## src/pdma_pkg.sv

```systemverilog
package pdma_pkg;

    // Register byte offsets
    localparam logic [11:0] PDMA_RX_BUFFER_POINTER    = 12'h000;
    localparam logic [11:0] PDMA_RX_BUFFER_COUNT      = 12'h004;
    localparam logic [11:0] PDMA_TX_BUFFER_POINTER    = 12'h008;
    localparam logic [11:0] PDMA_TX_BUFFER_COUNT      = 12'h00C;
    localparam logic [11:0] PDMA_RX_FOLLOWING_POINTER = 12'h010;
    localparam logic [11:0] PDMA_RX_FOLLOWING_COUNT   = 12'h014;
    localparam logic [11:0] PDMA_TX_FOLLOWING_POINTER = 12'h018;
    localparam logic [11:0] PDMA_TX_FOLLOWING_COUNT   = 12'h01C;
    localparam logic [11:0] PDMA_TRANSFER_CONTROL     = 12'h020;
    localparam logic [11:0] PDMA_TRANSFER_STATE       = 12'h024;

    // Field positions in control and state words
    localparam int PDMA_RX_REQUEST_ENABLE_BIT  = 0;
    localparam int PDMA_RX_REQUEST_DISABLE_BIT = 1;
    localparam int PDMA_TX_REQUEST_ENABLE_BIT  = 8;
    localparam int PDMA_TX_REQUEST_DISABLE_BIT = 9;

    // Counter field width and reset values
    localparam int          PDMA_LEN_W     = 16;
    localparam logic [31:0] PDMA_PTR_RESET = 32'h0000_0000;
    localparam logic [15:0] PDMA_LEN_RESET = 16'h0000;

    // Element size codes and the pointer step they give
    localparam logic [1:0]  PDMA_SIZE_BYTE = 2'h0;
    localparam logic [1:0]  PDMA_SIZE_HALF = 2'h1;
    localparam logic [31:0] PDMA_STEP_BYTE = 32'h0000_0001;
    localparam logic [31:0] PDMA_STEP_HALF = 32'h0000_0002;
    localparam logic [31:0] PDMA_STEP_WORD = 32'h0000_0004;

    // Channel index: 0 receive, 1 transmit
    localparam int PDMA_RX = 0;
    localparam int PDMA_TX = 1;

    // End-of-buffer flags handed to the host peripheral
    typedef struct packed {
        logic rx_end_flag;
        logic rx_all_done_flag;
        logic tx_end_flag;
        logic tx_all_done_flag;
    } pdma_flags_s;

    // Whole state of the channel pair
    typedef struct packed {
        logic [1:0][31:0] cur_ptr;
        logic [1:0][15:0] cur_len;
        logic [1:0][31:0] nxt_ptr;
        logic [1:0][15:0] nxt_len;
        logic [1:0]       req_en;
        logic [1:0]       end_flag;
        logic [1:0]       all_done;
        logic [31:0]      prdata;
    } pdma_state_s;

endpackage

```

## src/pdma_channel_regs.sv

```systemverilog
// The implementer's own choice: the APB register port.
`timescale 1ns/1ns
// What this block does
// - Ten registers at offsets 0x00 to 0x24, all reset to zero.
// - Receive count bits 15:0; zero halts, nonzero runs when enabled.
// - Transmit count bits 15:0; zero halts, nonzero runs when enabled.
// - Hold 32-bit following receive pointer and 16-bit following count.
// - Hold 32-bit following transmit pointer and 16-bit following count.
// - Half duplex: receive and transmit views share one storage.
// - Control bit 0 enables receive unless bit 1 also set; zeros ignored.
// - Control bit 1 disables receive requests.
// - Control bit 8 enables transmit requests.
// - Control bit 9 disables transmit requests.
// - Half duplex: receive enable also disables transmit.
// - Half duplex: transmit enable works only without receive enable.
// - Half duplex: receive disable also disables transmit.
// - Half duplex: transmit disable also disables receive.
// - State register shows receive enable bit 0, transmit enable bit 8.
// - Count hitting zero: stop if next zero, else reload and clear next.
// - Pointer advances 1, 2 or 4 bytes per element.
// - End flag when count hits zero; all-done flag when both counts zero.
//
// Notes for users of this block
// - APB answers with no wait state; pready is tied high.
// - Read data is captured in the setup cycle, so a read
//   sees the registers as they stood at the end of setup.
// - Unmapped offsets raise pslverr; such writes are dropped.
// - Control reads as zero; the state register drops writes.
// - A software write to a count or pointer wins over an
//   element completion on that register in the same cycle.
// - A completion that sets an end flag wins over a clear
//   written in the same cycle, so no buffer end is lost.
// - Enable and disable written together: disable wins.
// - On half duplex both views share one storage slot, and
//   a completion from either view counts when that view
//   is enabled.
// - The pointer step follows elem_size at each completion;
//   changing it mid-buffer is left to the user.
module pdma_channel_regs
    import pdma_pkg::*;
#(
    parameter bit HALF_DUPLEX = 1'b0
) (
    // Clock and reset
    input  wire logic        pclk,
    input  wire logic        presetn,
    // APB slave
    input  wire logic        psel,
    input  wire logic        penable,
    input  wire logic        pwrite,
    input  wire logic [11:0] paddr,
    input  wire logic [31:0] pwdata,
    output logic             pready,
    output logic [31:0]      prdata,
    output logic             pslverr,
    // Peripheral side
    input  wire logic [1:0]  elem_size,
    input  wire logic        rx_ready,
    input  wire logic        tx_ready,
    input  wire logic        rx_xfer_done,
    input  wire logic        tx_xfer_done,
    output logic             rx_xfer_req,
    output logic             tx_xfer_req,
    output logic [31:0]      rx_mem_addr,
    output logic [31:0]      tx_mem_addr,
    output pdma_flags_s      flags
);

    // All state sits in one packed struct: st_d is built by
    // one always_comb and st_q is its registered copy.
    // Read data rides in the same struct so that prdata
    // comes straight from a flop.
    pdma_state_s st_q;
    pdma_state_s st_d;

    // Pointer step for one element
    // Sizes 2 and 3 both give a word step; no size code is
    // illegal, so a stray code never stalls a channel.
    function automatic logic [31:0] elem_step(input logic [1:0] size);
        logic [31:0] s;
        s = PDMA_STEP_WORD;
        if (size == PDMA_SIZE_BYTE) begin
            s = PDMA_STEP_BYTE;
        end else if (size == PDMA_SIZE_HALF) begin
            s = PDMA_STEP_HALF;
        end
        return s;
    endfunction

    // Storage slot that a view maps onto
    // Full duplex gives each view its own slot. Folding onto
    // slot 0 leaves the transmit slot idle on half duplex:
    // a few spare flops, but one code path for both modes.
    function automatic int slot(input int view);
        // Half duplex folds both views onto the receive slot
        return HALF_DUPLEX ? PDMA_RX : view;
    endfunction

    // A count still has elements to move
    function automatic logic len_live(input logic [15:0] len);
        return len != PDMA_LEN_RESET;
    endfunction

    // The element now moving is the last of its buffer
    function automatic logic len_last(input logic [15:0] len);
        return len == 16'h0001;
    endfunction

    // Decode helpers
    // acc marks the access phase; only there does a write
    // land, so setup cycles never disturb the registers.
    // The peripheral pulses are packed into per-view vectors.
    logic        acc;
    logic        wr;
    logic        mapped;
    logic [31:0] rd_word;
    logic [1:0]  done_in;
    logic [1:0]  ready_in;

    assign acc      = psel & penable;
    assign wr       = acc & pwrite;
    assign done_in  = {tx_xfer_done, rx_xfer_done};
    assign ready_in = {tx_ready, rx_ready};

    // Address decode for the access error; the read mux decodes on its own
    // Only exact word offsets are mapped; an unaligned or
    // out-of-range address is refused rather than aliased.
    always_comb begin
        unique case (paddr)
            PDMA_RX_BUFFER_POINTER, PDMA_RX_BUFFER_COUNT,
            PDMA_TX_BUFFER_POINTER, PDMA_TX_BUFFER_COUNT,
            PDMA_RX_FOLLOWING_POINTER, PDMA_RX_FOLLOWING_COUNT,
            PDMA_TX_FOLLOWING_POINTER, PDMA_TX_FOLLOWING_COUNT,
            PDMA_TRANSFER_CONTROL, PDMA_TRANSFER_STATE: mapped = 1'b1;
            default: mapped = 1'b0;
        endcase
    end

    // Read mux; upper count bits and spare bits read zero
    // Views go through slot() so a half duplex peripheral
    // reads equal values from its receive and transmit views.
    always_comb begin
        rd_word = 32'h0000_0000;
        unique case (paddr)
            PDMA_RX_BUFFER_POINTER:    rd_word = st_q.cur_ptr[slot(PDMA_RX)];
            PDMA_TX_BUFFER_POINTER:    rd_word = st_q.cur_ptr[slot(PDMA_TX)];
            PDMA_RX_FOLLOWING_POINTER: rd_word = st_q.nxt_ptr[slot(PDMA_RX)];
            PDMA_TX_FOLLOWING_POINTER: rd_word = st_q.nxt_ptr[slot(PDMA_TX)];
            PDMA_RX_BUFFER_COUNT:    rd_word = {16'h0000, st_q.cur_len[slot(PDMA_RX)]};
            PDMA_TX_BUFFER_COUNT:    rd_word = {16'h0000, st_q.cur_len[slot(PDMA_TX)]};
            PDMA_RX_FOLLOWING_COUNT: rd_word = {16'h0000, st_q.nxt_len[slot(PDMA_RX)]};
            PDMA_TX_FOLLOWING_COUNT: rd_word = {16'h0000, st_q.nxt_len[slot(PDMA_TX)]};
            PDMA_TRANSFER_STATE: begin
                rd_word[PDMA_RX_REQUEST_ENABLE_BIT] = st_q.req_en[PDMA_RX];
                rd_word[PDMA_TX_REQUEST_ENABLE_BIT] = st_q.req_en[PDMA_TX];
            end
            default: rd_word = 32'h0000_0000; // Control is write-only
        endcase
    end

    // Next-state logic for every register
    always_comb begin
        logic       rxen;
        logic       rxdis;
        logic       txen;
        logic       txdis;
        logic [1:0] done_s;
        logic [1:0] clr;
        st_d   = st_q;
        rxen   = 1'b0;
        rxdis  = 1'b0;
        txen   = 1'b0;
        txdis  = 1'b0;
        done_s = 2'b00;
        clr    = 2'b00;

        // Read data captured in setup so it is ready in the access phase
        // Capturing early lets pready stay high with no wait state;
        // the cost is that a completion in the setup cycle itself
        // shows only on the next read.
        if (psel && !penable && !pwrite) begin
            st_d.prdata = rd_word;
        end

        // Element completions land on their storage slot
        // A pulse while disabled or with an empty count is
        // dropped, so a late pulse from the peripheral cannot
        // wrap a count below zero.
        for (int v = 0; v < 2; v++) begin
            if (done_in[v] && st_q.req_en[v] && len_live(st_q.cur_len[slot(v)])) begin
                done_s[slot(v)] = 1'b1;
            end
        end

        // The last element of a buffer moves the pointer and
        // then, if a following buffer waits, swaps it in at
        // once, so the channel goes on with no idle cycle.
        // With no following buffer the count rests at zero
        // and the request drops on the next cycle.
        // decrement, reload or stop
        for (int c = 0; c < 2; c++) begin
            if (done_s[c]) begin
                st_d.cur_ptr[c] = st_q.cur_ptr[c] + elem_step(elem_size);
                st_d.cur_len[c] = st_q.cur_len[c] - 16'h0001;
                if (len_last(st_q.cur_len[c])) begin
                    if (len_live(st_q.nxt_len[c])) begin
                        st_d.cur_ptr[c] = st_q.nxt_ptr[c];
                        st_d.cur_len[c] = st_q.nxt_len[c];
                        st_d.nxt_ptr[c] = PDMA_PTR_RESET;
                        st_d.nxt_len[c] = PDMA_LEN_RESET;
                    end
                end
            end
        end

        // Software writes win over a same-cycle completion on that register
        // Software that rewrites a running buffer expects its
        // value to stick; losing it to a completion would be
        // far harder to debug than losing one step.
        if (wr) begin
            unique case (paddr)
                // both views write one slot on half duplex
                PDMA_RX_BUFFER_POINTER:    st_d.cur_ptr[slot(PDMA_RX)] = pwdata;
                PDMA_TX_BUFFER_POINTER:    st_d.cur_ptr[slot(PDMA_TX)] = pwdata;
                PDMA_RX_FOLLOWING_POINTER: st_d.nxt_ptr[slot(PDMA_RX)] = pwdata;
                PDMA_TX_FOLLOWING_POINTER: st_d.nxt_ptr[slot(PDMA_TX)] = pwdata;
                PDMA_RX_FOLLOWING_COUNT: begin
                    st_d.nxt_len[slot(PDMA_RX)] = pwdata[PDMA_LEN_W-1:0];
                    clr[slot(PDMA_RX)] = |pwdata[PDMA_LEN_W-1:0];
                end
                PDMA_TX_FOLLOWING_COUNT: begin
                    st_d.nxt_len[slot(PDMA_TX)] = pwdata[PDMA_LEN_W-1:0];
                    clr[slot(PDMA_TX)] = |pwdata[PDMA_LEN_W-1:0];
                end
                PDMA_RX_BUFFER_COUNT: begin
                    st_d.cur_len[slot(PDMA_RX)] = pwdata[PDMA_LEN_W-1:0];
                    clr[slot(PDMA_RX)] = |pwdata[PDMA_LEN_W-1:0];
                end
                PDMA_TX_BUFFER_COUNT: begin
                    st_d.cur_len[slot(PDMA_TX)] = pwdata[PDMA_LEN_W-1:0];
                    clr[slot(PDMA_TX)] = |pwdata[PDMA_LEN_W-1:0];
                end
                PDMA_TRANSFER_CONTROL: begin
                    rxen  = pwdata[PDMA_RX_REQUEST_ENABLE_BIT];
                    rxdis = pwdata[PDMA_RX_REQUEST_DISABLE_BIT];
                    txen  = pwdata[PDMA_TX_REQUEST_ENABLE_BIT];
                    txdis = pwdata[PDMA_TX_REQUEST_DISABLE_BIT];
                end
                default: ;
            endcase
        end

        // Flags are cleared by a nonzero count write and set
        // by the last element; the set comes later in this
        // process so it wins when both fall in one cycle.
        // end flags; set beats a same-cycle clear
        for (int c = 0; c < 2; c++) begin
            if (clr[c]) begin
                st_d.end_flag[c] = 1'b0;
                st_d.all_done[c] = 1'b0;
            end
            if (done_s[c] && len_last(st_q.cur_len[c])) begin
                st_d.end_flag[c] = 1'b1;
                if (st_q.nxt_len[c] == PDMA_LEN_RESET) begin
                    st_d.all_done[c] = 1'b1;
                end
            end
        end

        // Enables are applied first and disables last, so a
        // disable always wins over an enable in one write.
        // On half duplex receive wins over transmit when both
        // enables are written; software must not do so, and
        // the result is at least never both channels running.
        // receive enable, blocked by its own disable
        if (rxen && !rxdis) begin
            st_d.req_en[PDMA_RX] = 1'b1;
            if (HALF_DUPLEX) begin
                st_d.req_en[PDMA_TX] = 1'b0;
            end
        end
        // ignored on half duplex while receive enable is written
        if (txen && !txdis && !(HALF_DUPLEX && rxen)) begin
            st_d.req_en[PDMA_TX] = 1'b1;
        end
        if (rxdis) begin
            st_d.req_en[PDMA_RX] = 1'b0;
            if (HALF_DUPLEX) begin
                st_d.req_en[PDMA_TX] = 1'b0;
            end
        end
        if (txdis) begin
            st_d.req_en[PDMA_TX] = 1'b0;
            if (HALF_DUPLEX) begin
                st_d.req_en[PDMA_RX] = 1'b0;
            end
        end
    end

    // The reset branch loads constants only, so release
    // timing cannot leak data into the registers.
    // state register, all zero at reset
    always_ff @(posedge pclk or negedge presetn) begin
        if (!presetn) begin
            st_q <= '0;
        end else begin
            st_q <= st_d;
        end
    end

    // APB answers in the first access cycle
    // pslverr is combinational from the address and only
    // stands while the access phase does.
    assign pready  = 1'b1;
    assign pslverr = acc & ~mapped;
    assign prdata  = st_q.prdata;

    // Requests are combinational from flops and ready, so the
    // peripheral sees a stall as soon as it drops ready.
    // receive requests run only with a nonzero count
    assign rx_xfer_req = st_q.req_en[PDMA_RX] & rx_ready
                       & len_live(st_q.cur_len[slot(PDMA_RX)]);
    // transmit requests run only with a nonzero count
    assign tx_xfer_req = st_q.req_en[PDMA_TX] & tx_ready
                       & len_live(st_q.cur_len[slot(PDMA_TX)]);

    // Memory addresses straight from the pointer flops
    // A pointer rewritten mid-buffer is used from the next element.
    assign rx_mem_addr = st_q.cur_ptr[slot(PDMA_RX)];
    assign tx_mem_addr = st_q.cur_ptr[slot(PDMA_TX)];

    // Flags from flops; half duplex shows the shared slot on both views
    // The host peripheral decides what to do with them.
    assign flags.rx_end_flag      = st_q.end_flag[slot(PDMA_RX)];
    assign flags.rx_all_done_flag = st_q.all_done[slot(PDMA_RX)];
    assign flags.tx_end_flag      = st_q.end_flag[slot(PDMA_TX)];
    assign flags.tx_all_done_flag = st_q.all_done[slot(PDMA_TX)];


    // Limits: no bus arbitration or data path here; the
    // peripheral's done pulses stand for the moved elements.
    // Counts are 16 bits, so one buffer holds at most 65535
    // elements; longer moves must chain following buffers.

endmodule // pdma_channel_regs

```

## config.mk

```make
export PLATFORM = sky130hd
export DESIGN_NAME = pdma_channel_regs
export DESIGN_NICKNAME = d
export VERILOG_FILES = /design/src/pdma_pkg.sv /design/src/pdma_channel_regs.sv
export SDC_FILE = /design/constraint.sdc
export NUM_CORES = 1
export LEC_CHECK = 0
export ABC_AREA = 1
export BUFFER_PORTS_ARGS = -buffer_cell sky130_fd_sc_hd__buf_2
export CAP_MARGIN = 20
export CORE_ASPECT_RATIO = 2
export CORE_MARGIN = 3
export CORE_UTILIZATION = 30
export CTS_CLUSTER_SIZE = 8
export DETAILED_ROUTE_END_ITERATION = 8
export RECOVER_POWER = 50
export SLEW_MARGIN = 20
export SYNTH_ARGS = -nofsm -noshare
export SYNTH_HDL_FRONTEND = slang
export SYNTH_SLANG_ARGS = --single-unit
```

## constraint.sdc

```tcl
create_clock -name pclk -period 1.95 [get_ports pclk]
set_input_delay 0.195 -clock pclk [delete_from_list [all_inputs] [get_ports pclk]]
set_output_delay 0.195 -clock pclk [all_outputs]
set_load 0.02 [all_outputs]
```

# Word level (Yosys, flattened, before mapping)
# Cells that the tools add are included.
[word_totals]
regBits = 230
latch_bits = 0
mem_bits_rw = 0
romBits = 0
inputBits = 55
output_inout_bits = 104
wordCells = 137
mem_count = 0
[op_classes]
addsub = 4
mul = 0
n_div = 0
magnitude_cmp = 0
n_eq_ne = 12
shift = 0
n_mux = 69
bitwise_logic = 8
n_reduce_logical = 30
[ops]
columns = ["operator", "n"]
rows = [
  ["$mux 32", 19],
  ["$mux 16", 16],
  ["$mux 192", 1],
  ["$pmux 23 s8", 1],
  ["$add 32x32->32", 2],
  ["$reduce_bool 16->1", 4],
  ["$pmux 7 s8", 1],
  ["$eq 12x5->1 const B", 4],
  ["$eq 16x1->1 const B", 2],
  ["$logic_not 16->1", 2],
  ["$sub 16x1->16 const B", 2],
  ["$mux 1", 27],
  ["$eq 12x4->1 const B", 2],
  ["$eq 12x6->1 const B", 2],
  ["$pmux 1 s9", 2],
  ["$reduce_or 16->1", 1],
  ["$eq 12x3->1 const B", 1],
  ["$logic_not 12->1", 1],
  ["$logic_and 1x1->1", 10],
  ["$reduce_or 10->1", 1],
  ["$reduce_bool 2->1", 4],
  ["$and 1x1->1", 7],
  ["$logic_not 1->1", 4],
  ["$reduce_or 2->1", 2],
  ["other kinds (5)", 5],
]

# Depth between registers and ports, before layout
# Gate-level depths: netlist of the first run.
[logic_depth]
ltp_word = 10
ltp_mapped = 18
depth_no_buf = 17

# Worst setup path before layout of the first run
# Ideal clock, no wire load.
[synth_path]
path_type = "input to output"
startpoint = "input port paddr[11]"
endpoint = "output port pslverr"
t_arrival_ns = 1.701
required_ns = 1.755
slack_ns = 0.054
stages = 8
n_path_buf = 2
cell_sequence = "nor2_1 -> nand2_2 -> inv_2 -> buf_6 -> nand4_1 -> buf_2 -> nand4_1 -> nor4_1"
[synth_via]
elab_chain_len = 5
elab_cells_between_ends = 14
classes_between = "eq/ne: 9; mux: 1; bitwise: 2; reduce/logical: 2"
[synth_rtl]
columns = ["element", "line", "rtl"]
rows = [
  ["start: declaration", "pdma_channel_regs.sv:51", "input wire logic [11:0] paddr,"],
  ["$eq 12x4->1 (tied with other cells)", "pdma_channel_regs.sv:129", "unique case (paddr)"],
  ["$reduce_or 10->1 (*)", "pdma_channel_regs.sv:129", ""],
  ["$mux 1 (*)", "pdma_channel_regs.sv:129", ""],
  ["$not 1->1 (*)", "pdma_channel_regs.sv:315", "assign pslverr = acc & ~mapped;"],
  ["$and 1x1->1 (*)", "pdma_channel_regs.sv:315", ""],
  ["end: declaration", "pdma_channel_regs.sv:55", "output logic pslverr,"],
]
# Mark *: on every way between the ends. The rest lies on a longest branch, timed or not.

# Worst setup path after layout of the first run
[layout_path]
startpoint = "register st_q[141] in the netlist's numbering"
endpoint = "output port rx_xfer_req"
[layout_via]
elab_chain_len = 2
[layout_rtl]
columns = ["element", "line", "rtl"]
rows = [
  ["start: declaration", "pdma_channel_regs.sv:73", "pdma_state_s st_q;"],
  ["start signal: assignment", "pdma_channel_regs.sv:307", "st_q <= st_d;"],
  ["$reduce_bool 16->1", "pdma_channel_regs.sv:101", "return len != PDMA_LEN_RESET;"],
  ["$and 1x1->1", "pdma_channel_regs.sv:322", "& len_live(st_q.cur_len[slot(PDMA_RX)]);"],
  ["end: declaration", "pdma_channel_regs.sv:62", "output logic rx_xfer_req,"],
]
# Every way passes these cells.

==> results of run 1 <==
-- through the flow --
stage	power, mW	TNS [ns]	util	cell area [um2]
5_1_grt	11.5	-2.71	0.388	20800
2_1_floorplan	5.08	0	-	16300
3_3_place_gp	5.64	-2.20	0.356	19100
4_1_cts	11.3	-0.0158	0.377	20200
3_5_place_dp	5.64	-1.42	0.356	19100
6_report	11.3	-0.0692	0.388	20800
-- sequential cells by signal, indices dropped and copies added, names as in the netlist --
name / flops
prdata: 32
tx_mem_addr: 32
flags: 4
rx_mem_addr: 32
st_q: 130
-- cells in the mapped netlist, drive strengths merged, types with 2 or more instances --
cell type / count
ha: 12
nand3: 300
dfrtp: 230
clkbuf: 37
a2bb2oi: 2
o21ai: 267
nand3b: 2
a31oi: 3
o21bai: 3
nor3: 19
xor2: 11
a21oi: 131
clkinv: 2
a22oi: 10
nand4: 52
o21a: 2
and3: 2
o22ai: 45
buf: 172
or2: 3
nor4: 4
nor2: 262
inv: 331
nand2: 473
o211ai: 33
-- area by class of cell --
cell class	count	area share
well taps	671	0.0403
multi-input cells	1642	0.400
inverters	333	0.0608
repair buffers	482	0.177
flip-flops and latches	230	0.277
clock buffers	38	0.0452
-- path summary, 6_finish.rpt --
path | endpoint | depth (start not counted)
min | tx_mem_addr[24] | 3
min in group asynchronous | rx_mem_addr[31] | 2
min reg2reg | flags[1] | 2
max | rx_xfer_req | 7
max reg2reg | rx_mem_addr[10] | 8
max in group asynchronous | tx_mem_addr[22] | 3
-- metal layers --
layer,vias to the layer above,global-route usage,part of all wire
met2,871,0.526,0.50
met3,374,0.0344,0.051
met5,-,0,0
li1,8450,-,-
met4,0,0.319,0.14
met1,8662,0.275,0.31
-- report_power, final --
| part | switching, mW | internal (mW) | leakage, nW |
|---|---|---|---|
| logic | 0.572 | 0.221 | 6.66 |
| registers | 0.0188 | 4.80 | 3.06 |
| clock network | 2.31 | 3.35 | 0.463 |
-- timing repair --
item | CTS | global route
gates resized for setup | 25 | 126
endpoints found under the setup margin | 19 | 166
cloned | 0 | 6
setup buffers | 3 | 24
endpoints found under the hold margin | 80 | 0
pin swaps | 7 | 28
hold buffers | 7 | 0
-- worst max-delay path: stages (launching register included) --
cell and delay, ns:
dfrtp_1 0.40, nor2_2 0.15, nand2_2 0.11, nor2_1 0.14
nand2_2 0.08, buf_6 0.12, and3_4 0.14, buf_6 0.12
-- logic make-up after synthesis --
family | share of synthesized area
AOI/OAI and AO/OA | 0.166
xor gates and xnor gates | 0.00646
adders and majority gates | 0.00922
buffers and inverters | 0.160
DFF | 0.354
other | 0.000230
and+or+nand+nor | 0.305
==> summary.md, run 1 <==
| Metric | Value |
|---|---|
| Die X | about 170 um |
| WL/cell | ~26 um |
| Rows | 120 |
| Final hold slack | 0.0193 ns |
| Peak supply drop | 542 uV |
| Leakage power | 10.2 nW |
| Antenna violations before repair | 0 |
| Final setup viols | 2 |
| Startpoint class of the critical path | register |
| DRC | 0 |
| Bufs on Longest Clock Path | 3 |
| GRT Residual Overflow | 0 |
| Seq cells post-synth | 230 |
| Io pins | approximately 160 |
| Crit share post-route | 1.02 |
| Post-route insts no fill | between 3000 and 4000 |
| Register area | roughly 5800 um2 |
| Diodes inserted | 0 |
| Synthesized area | between 15000 and 20000 um2 |
| Fin crit period | about 2.0 ns |
| Multi-input combinational cell area | approximately 8300 um2 |
| Failing checks | capacitance limit, slew limit, setup timing |
| Post-synth ARST share | 1.00 |
| Synth Net Count | between 2000 and 2500 |
| Type of destination of the critical path | output pin |
| Input/output buffers | between 150 and 200 |
| Syn_area_per_cell | about 6.7 um2 |
| Yosys Warn Count | 0 |
| 1st-iter DRT viols | 1670 |
| First-pass GRT wire length | around 120000 um |
| Yosys top cell by area | dfrtp_1 |
| Worst setup margin | -0.0375 ns |
| Synth top area share | 0.354 |
| Reg clk slew, reported paths | 0.05 ns |
| Layout cells sized above 1 | 0.231 |
| CP Max Fanout | 3 |
| Starting Density | 0.304 |
| Area growth syn-to-layout | 27.9% |
| Vias per cell | about 5.4 |
| Worst hold path class | in -> reg |
| Synth area leaders | dfrtp_1 35%, nand2_1 11%, nand3_1 9.1% |
| # nets final | ~2800 |
| Sequential area share after synthesis | 0.354 |
| Critical Path Start | st_q[141] |
| Worst-Margin Slew | 1.56 ns |
| Power density over cell area | around 540 nW/um2 |
| Post-synth EDFFs | 0 |
| Detailed Place HPWL | between 60000 and 70000 um |
| Yosys cell types | 49 |
| F_max | 503 MHz |
| Setup slack, reg-to-reg | -0.03 ns |
| Clock Skews | between 0.02 and 0.03 ns |
| ANT nets after route | 0 |
| Hold_sp | pwdata[24] |
| Most frequent cells in the layout | 436 x nand2_1, 314 x inv_1, 286 x nand3_1 |
| Top FF cell, synth | dfrtp_1 |
| Core Box Area | 53600 um2 |
| Final wirelength | 88000 um |
| Setup WS pre-CTS | -0.0926 ns |
| H-tree Lvls | 2 |
| # fillers | 5729 |
| Drt first pass iters | 6 |
| Vias post-DR | approximately 18000 |
| RSZ-0062 raised after global routing | true |
| Largest net degree at the start of global routing | 65 |
| Die Y-Extent | between 300 and 400 um |
| Worst skew pair latency | roughly 0.54 ns |
| Status | finished, violations left |
| Critical path arrival | 1.79 ns |
| Total CTS buffers | 34 |
| Gr usage total | 0.296 |
| Commonest non-fill, non-tap cell in the layout | nand2_1 |
| CP Data Required Time | 1.75 ns |
| Synth Instances | roughly 2400 |
| Final Hold Viols | 0 |
| Die ar. | 57300 um2 |
| Dpl cells | roughly 3300 |
| RePlAce Congestion | between 1 and 1.5 |
| Clock sinks | between 200 and 250 |
| Final Max Tran Viols | 51 |
| Root buffer cell | clkbuf_16 |
| Worst Path Class, Setup | reg -> out |
| CTS tree | built |
| Number of global-route vias before repair | 18500 |
| Worst r2r src | st_q[145] |
| Slew HR | -0.0382 |
| Max Cap Viol | 1 |
(Power assumes the default switching activity.)
==> run 2, diff against run 1 <==
- CTS_BUF_LIST: unset -> sky130_fd_sc_hd__clkbuf_4 sky130_fd_sc_hd__clkbuf_8
- SKIP_CTS_REPAIR_TIMING: unset -> 1
- TNS_END_PERCENT: unset -> 100
==> summary.md, run 2 (synthesized netlist as in run 1, its figures left out) <==
| Metric | Value |
|---|---|
| Status | finished, violations left |
| Failing checks | capacitance limit, slew limit, setup timing |
| Max reg flops | 130 |
| Starting Density | 0.304 |
| Final Max Tran Viols | 53 |
| Area growth syn-to-layout | 31.4% |
| Gr usage total | 0.298 |
| F_max | slightly below 500 MHz |
| Final hold slack | around 0.0014 ns |
| ANT nets after route | 0 |
| 1st-iter DRT viols | between 1500 and 2000 |
| Commonest non-fill, non-tap cell in the layout | nand2_1 |
| Final Hold Viols | 0 |
| Type of destination of the critical path | output pin |
| Crit share post-route | 1.04 |
| RePlAce Congestion | slightly above 1 |
| Root buffer cell | clkbuf_8 |
| Placed Instance Area | about 19000 um2 |
| Final setup viols | 7 |
| Max Cap Viol | 1 |
| Worst Path Class, Setup | reg -> out |
| Detailed Place HPWL | approximately 67000 um |
| Largest Register | st_q |
| Worst-Margin Slew | ~1.5 ns |
| Io pins | around 160 |
| Leakage power | between 10 and 15 nW |
| CP Data Required Time | around 1.8 ns |
| Largest net degree at the start of global routing | 65 |
| Layout cells sized above 1 | 0.267 |
| Startpoint class of the critical path | register |
| Die X | between 150 and 200 um |
| Fin Setup TNS | -0.216 ns |
| Bufs on Longest Clock Path | 3 |
| Core Box Area | around 54000 um2 |
| Worst skew pair latency | approximately 0.60 ns |
| # nets final | about 2800 |
| Rows | 120 |
| Die ar. | about 57000 um2 |
| Clock Skews | 0.0369 ns |
| Die Y-Extent | between 300 and 400 um |
| Total CTS buffers | 40 |
| Post-route insts no fill | roughly 3500 |
| Worst hold path class | in -> reg |
| GRT Residual Overflow | 0 |
| Peak supply drop | between 300 and 400 uV |
| H-tree Lvls | 2 |
| Input/output buffers | between 150 and 200 |
| Power density over cell area | between 500 and 600 nW/um2 |
| RSZ-0062 raised after global routing | true |
| Most frequent cells in the layout | 439 x nand2_1, 315 x inv_1, 269 x buf_4 |
| Reg clk slew, reported paths | about 0.070 ns |
| Fin crit period | slightly above 2 ns |
| Vias post-DR | 18800 |
| Slew HR | -0.0218 |
| Dpl cells | ~3300 |
| DRC | 0 |
| Final wirelength | roughly 90000 um |
| Clock sinks | 230 |
| WL/cell | between 20 and 30 um |
| Antenna violations before repair | 2 |
| Drt first pass iters | 8 |
| Vias per cell | 5.44 |
| Worst setup margin | -0.0844 ns |
| Critical path arrival | 1.84 ns |
| Cell area after layout | between 20000 and 25000 um2 |
| CP Max Fanout | 3 |
| First-pass GRT wire length | ~120000 um |
| Number of global-route vias before repair | 18500 |
| CTS tree | built |
==> run 2: through the flow <==
step                utilization  setup slack [ns]  total power [mW]
floorplan                     -            0.0538              5.08
global placement          0.356            -0.321              5.64
detailed placement        0.356           -0.0926              5.64
CTS                       0.372            -0.244              10.7
global route              0.399            -0.162              11.0
finish                    0.399           -0.0844              10.7
==> run 2: final cells by class <==
class,count,area [um2]
multi-input cells,1644,8540
well taps,671,840
flip-flops and latches,230,5760
fillers,5702,32200
clock buffers,59,774
diodes,2,5.00
clock inverters,6,80.1
repair buffers,508,4140
inverters,333,1260
==> run 2: layer usage <==
layer / track usage / wire length, um / part of all wire / vias up
li1: - / - / - / 8547
met1: 0.276 / 27600 / 0.31 / 8751
met2: 0.528 / 44800 / 0.50 / 1048
met3: 0.0408 / 5650 / 0.062 / 446
met4: 0.318 / 12300 / 0.14 / 2
met5: 0 / 13 / 0.00014 / -
==> run 2: path summary, 6_finish.rpt <==
| path | startpoint | end | slack (ns) | cells past startpoint |
|---|---|---|---|---|
| max in group asynchronous | presetn | tx_mem_addr[30] | 0.13 | 3 |
| min | pwdata[19] | rx_mem_addr[19] | 0.001 | 3 |
| min reg2reg | flags[1] | flags[1] | 0.48 | 2 |
| min in group asynchronous | presetn | rx_mem_addr[15] | 0.49 | 2 |
| max | st_q[140] | rx_xfer_req | -0.08 | 7 |
| max reg2reg | st_q[142] | rx_mem_addr[10] | -0.06 | 8 |
==> run 2: power breakdown <==
| part | internal (mW) | leakage (nW) | switching, mW |
|---|---|---|---|
| sequential | 4.79 | 3.06 | 0.0181 |
| combinational | 0.232 | 7.03 | 0.582 |
| clock | 2.79 | 0.453 | 2.30 |
| total | 7.81 | 10.5 | 2.90 |
==> run 2: critical path, stage by stage, from the launching register on <==
cell and delay, ns:
dfrtp_1 0.39, nor2_2 0.15, nand2_2 0.11, nor2_1 0.14, nand2_2 0.08, buf_6 0.12, and3_4 0.14, buf_6 0.12
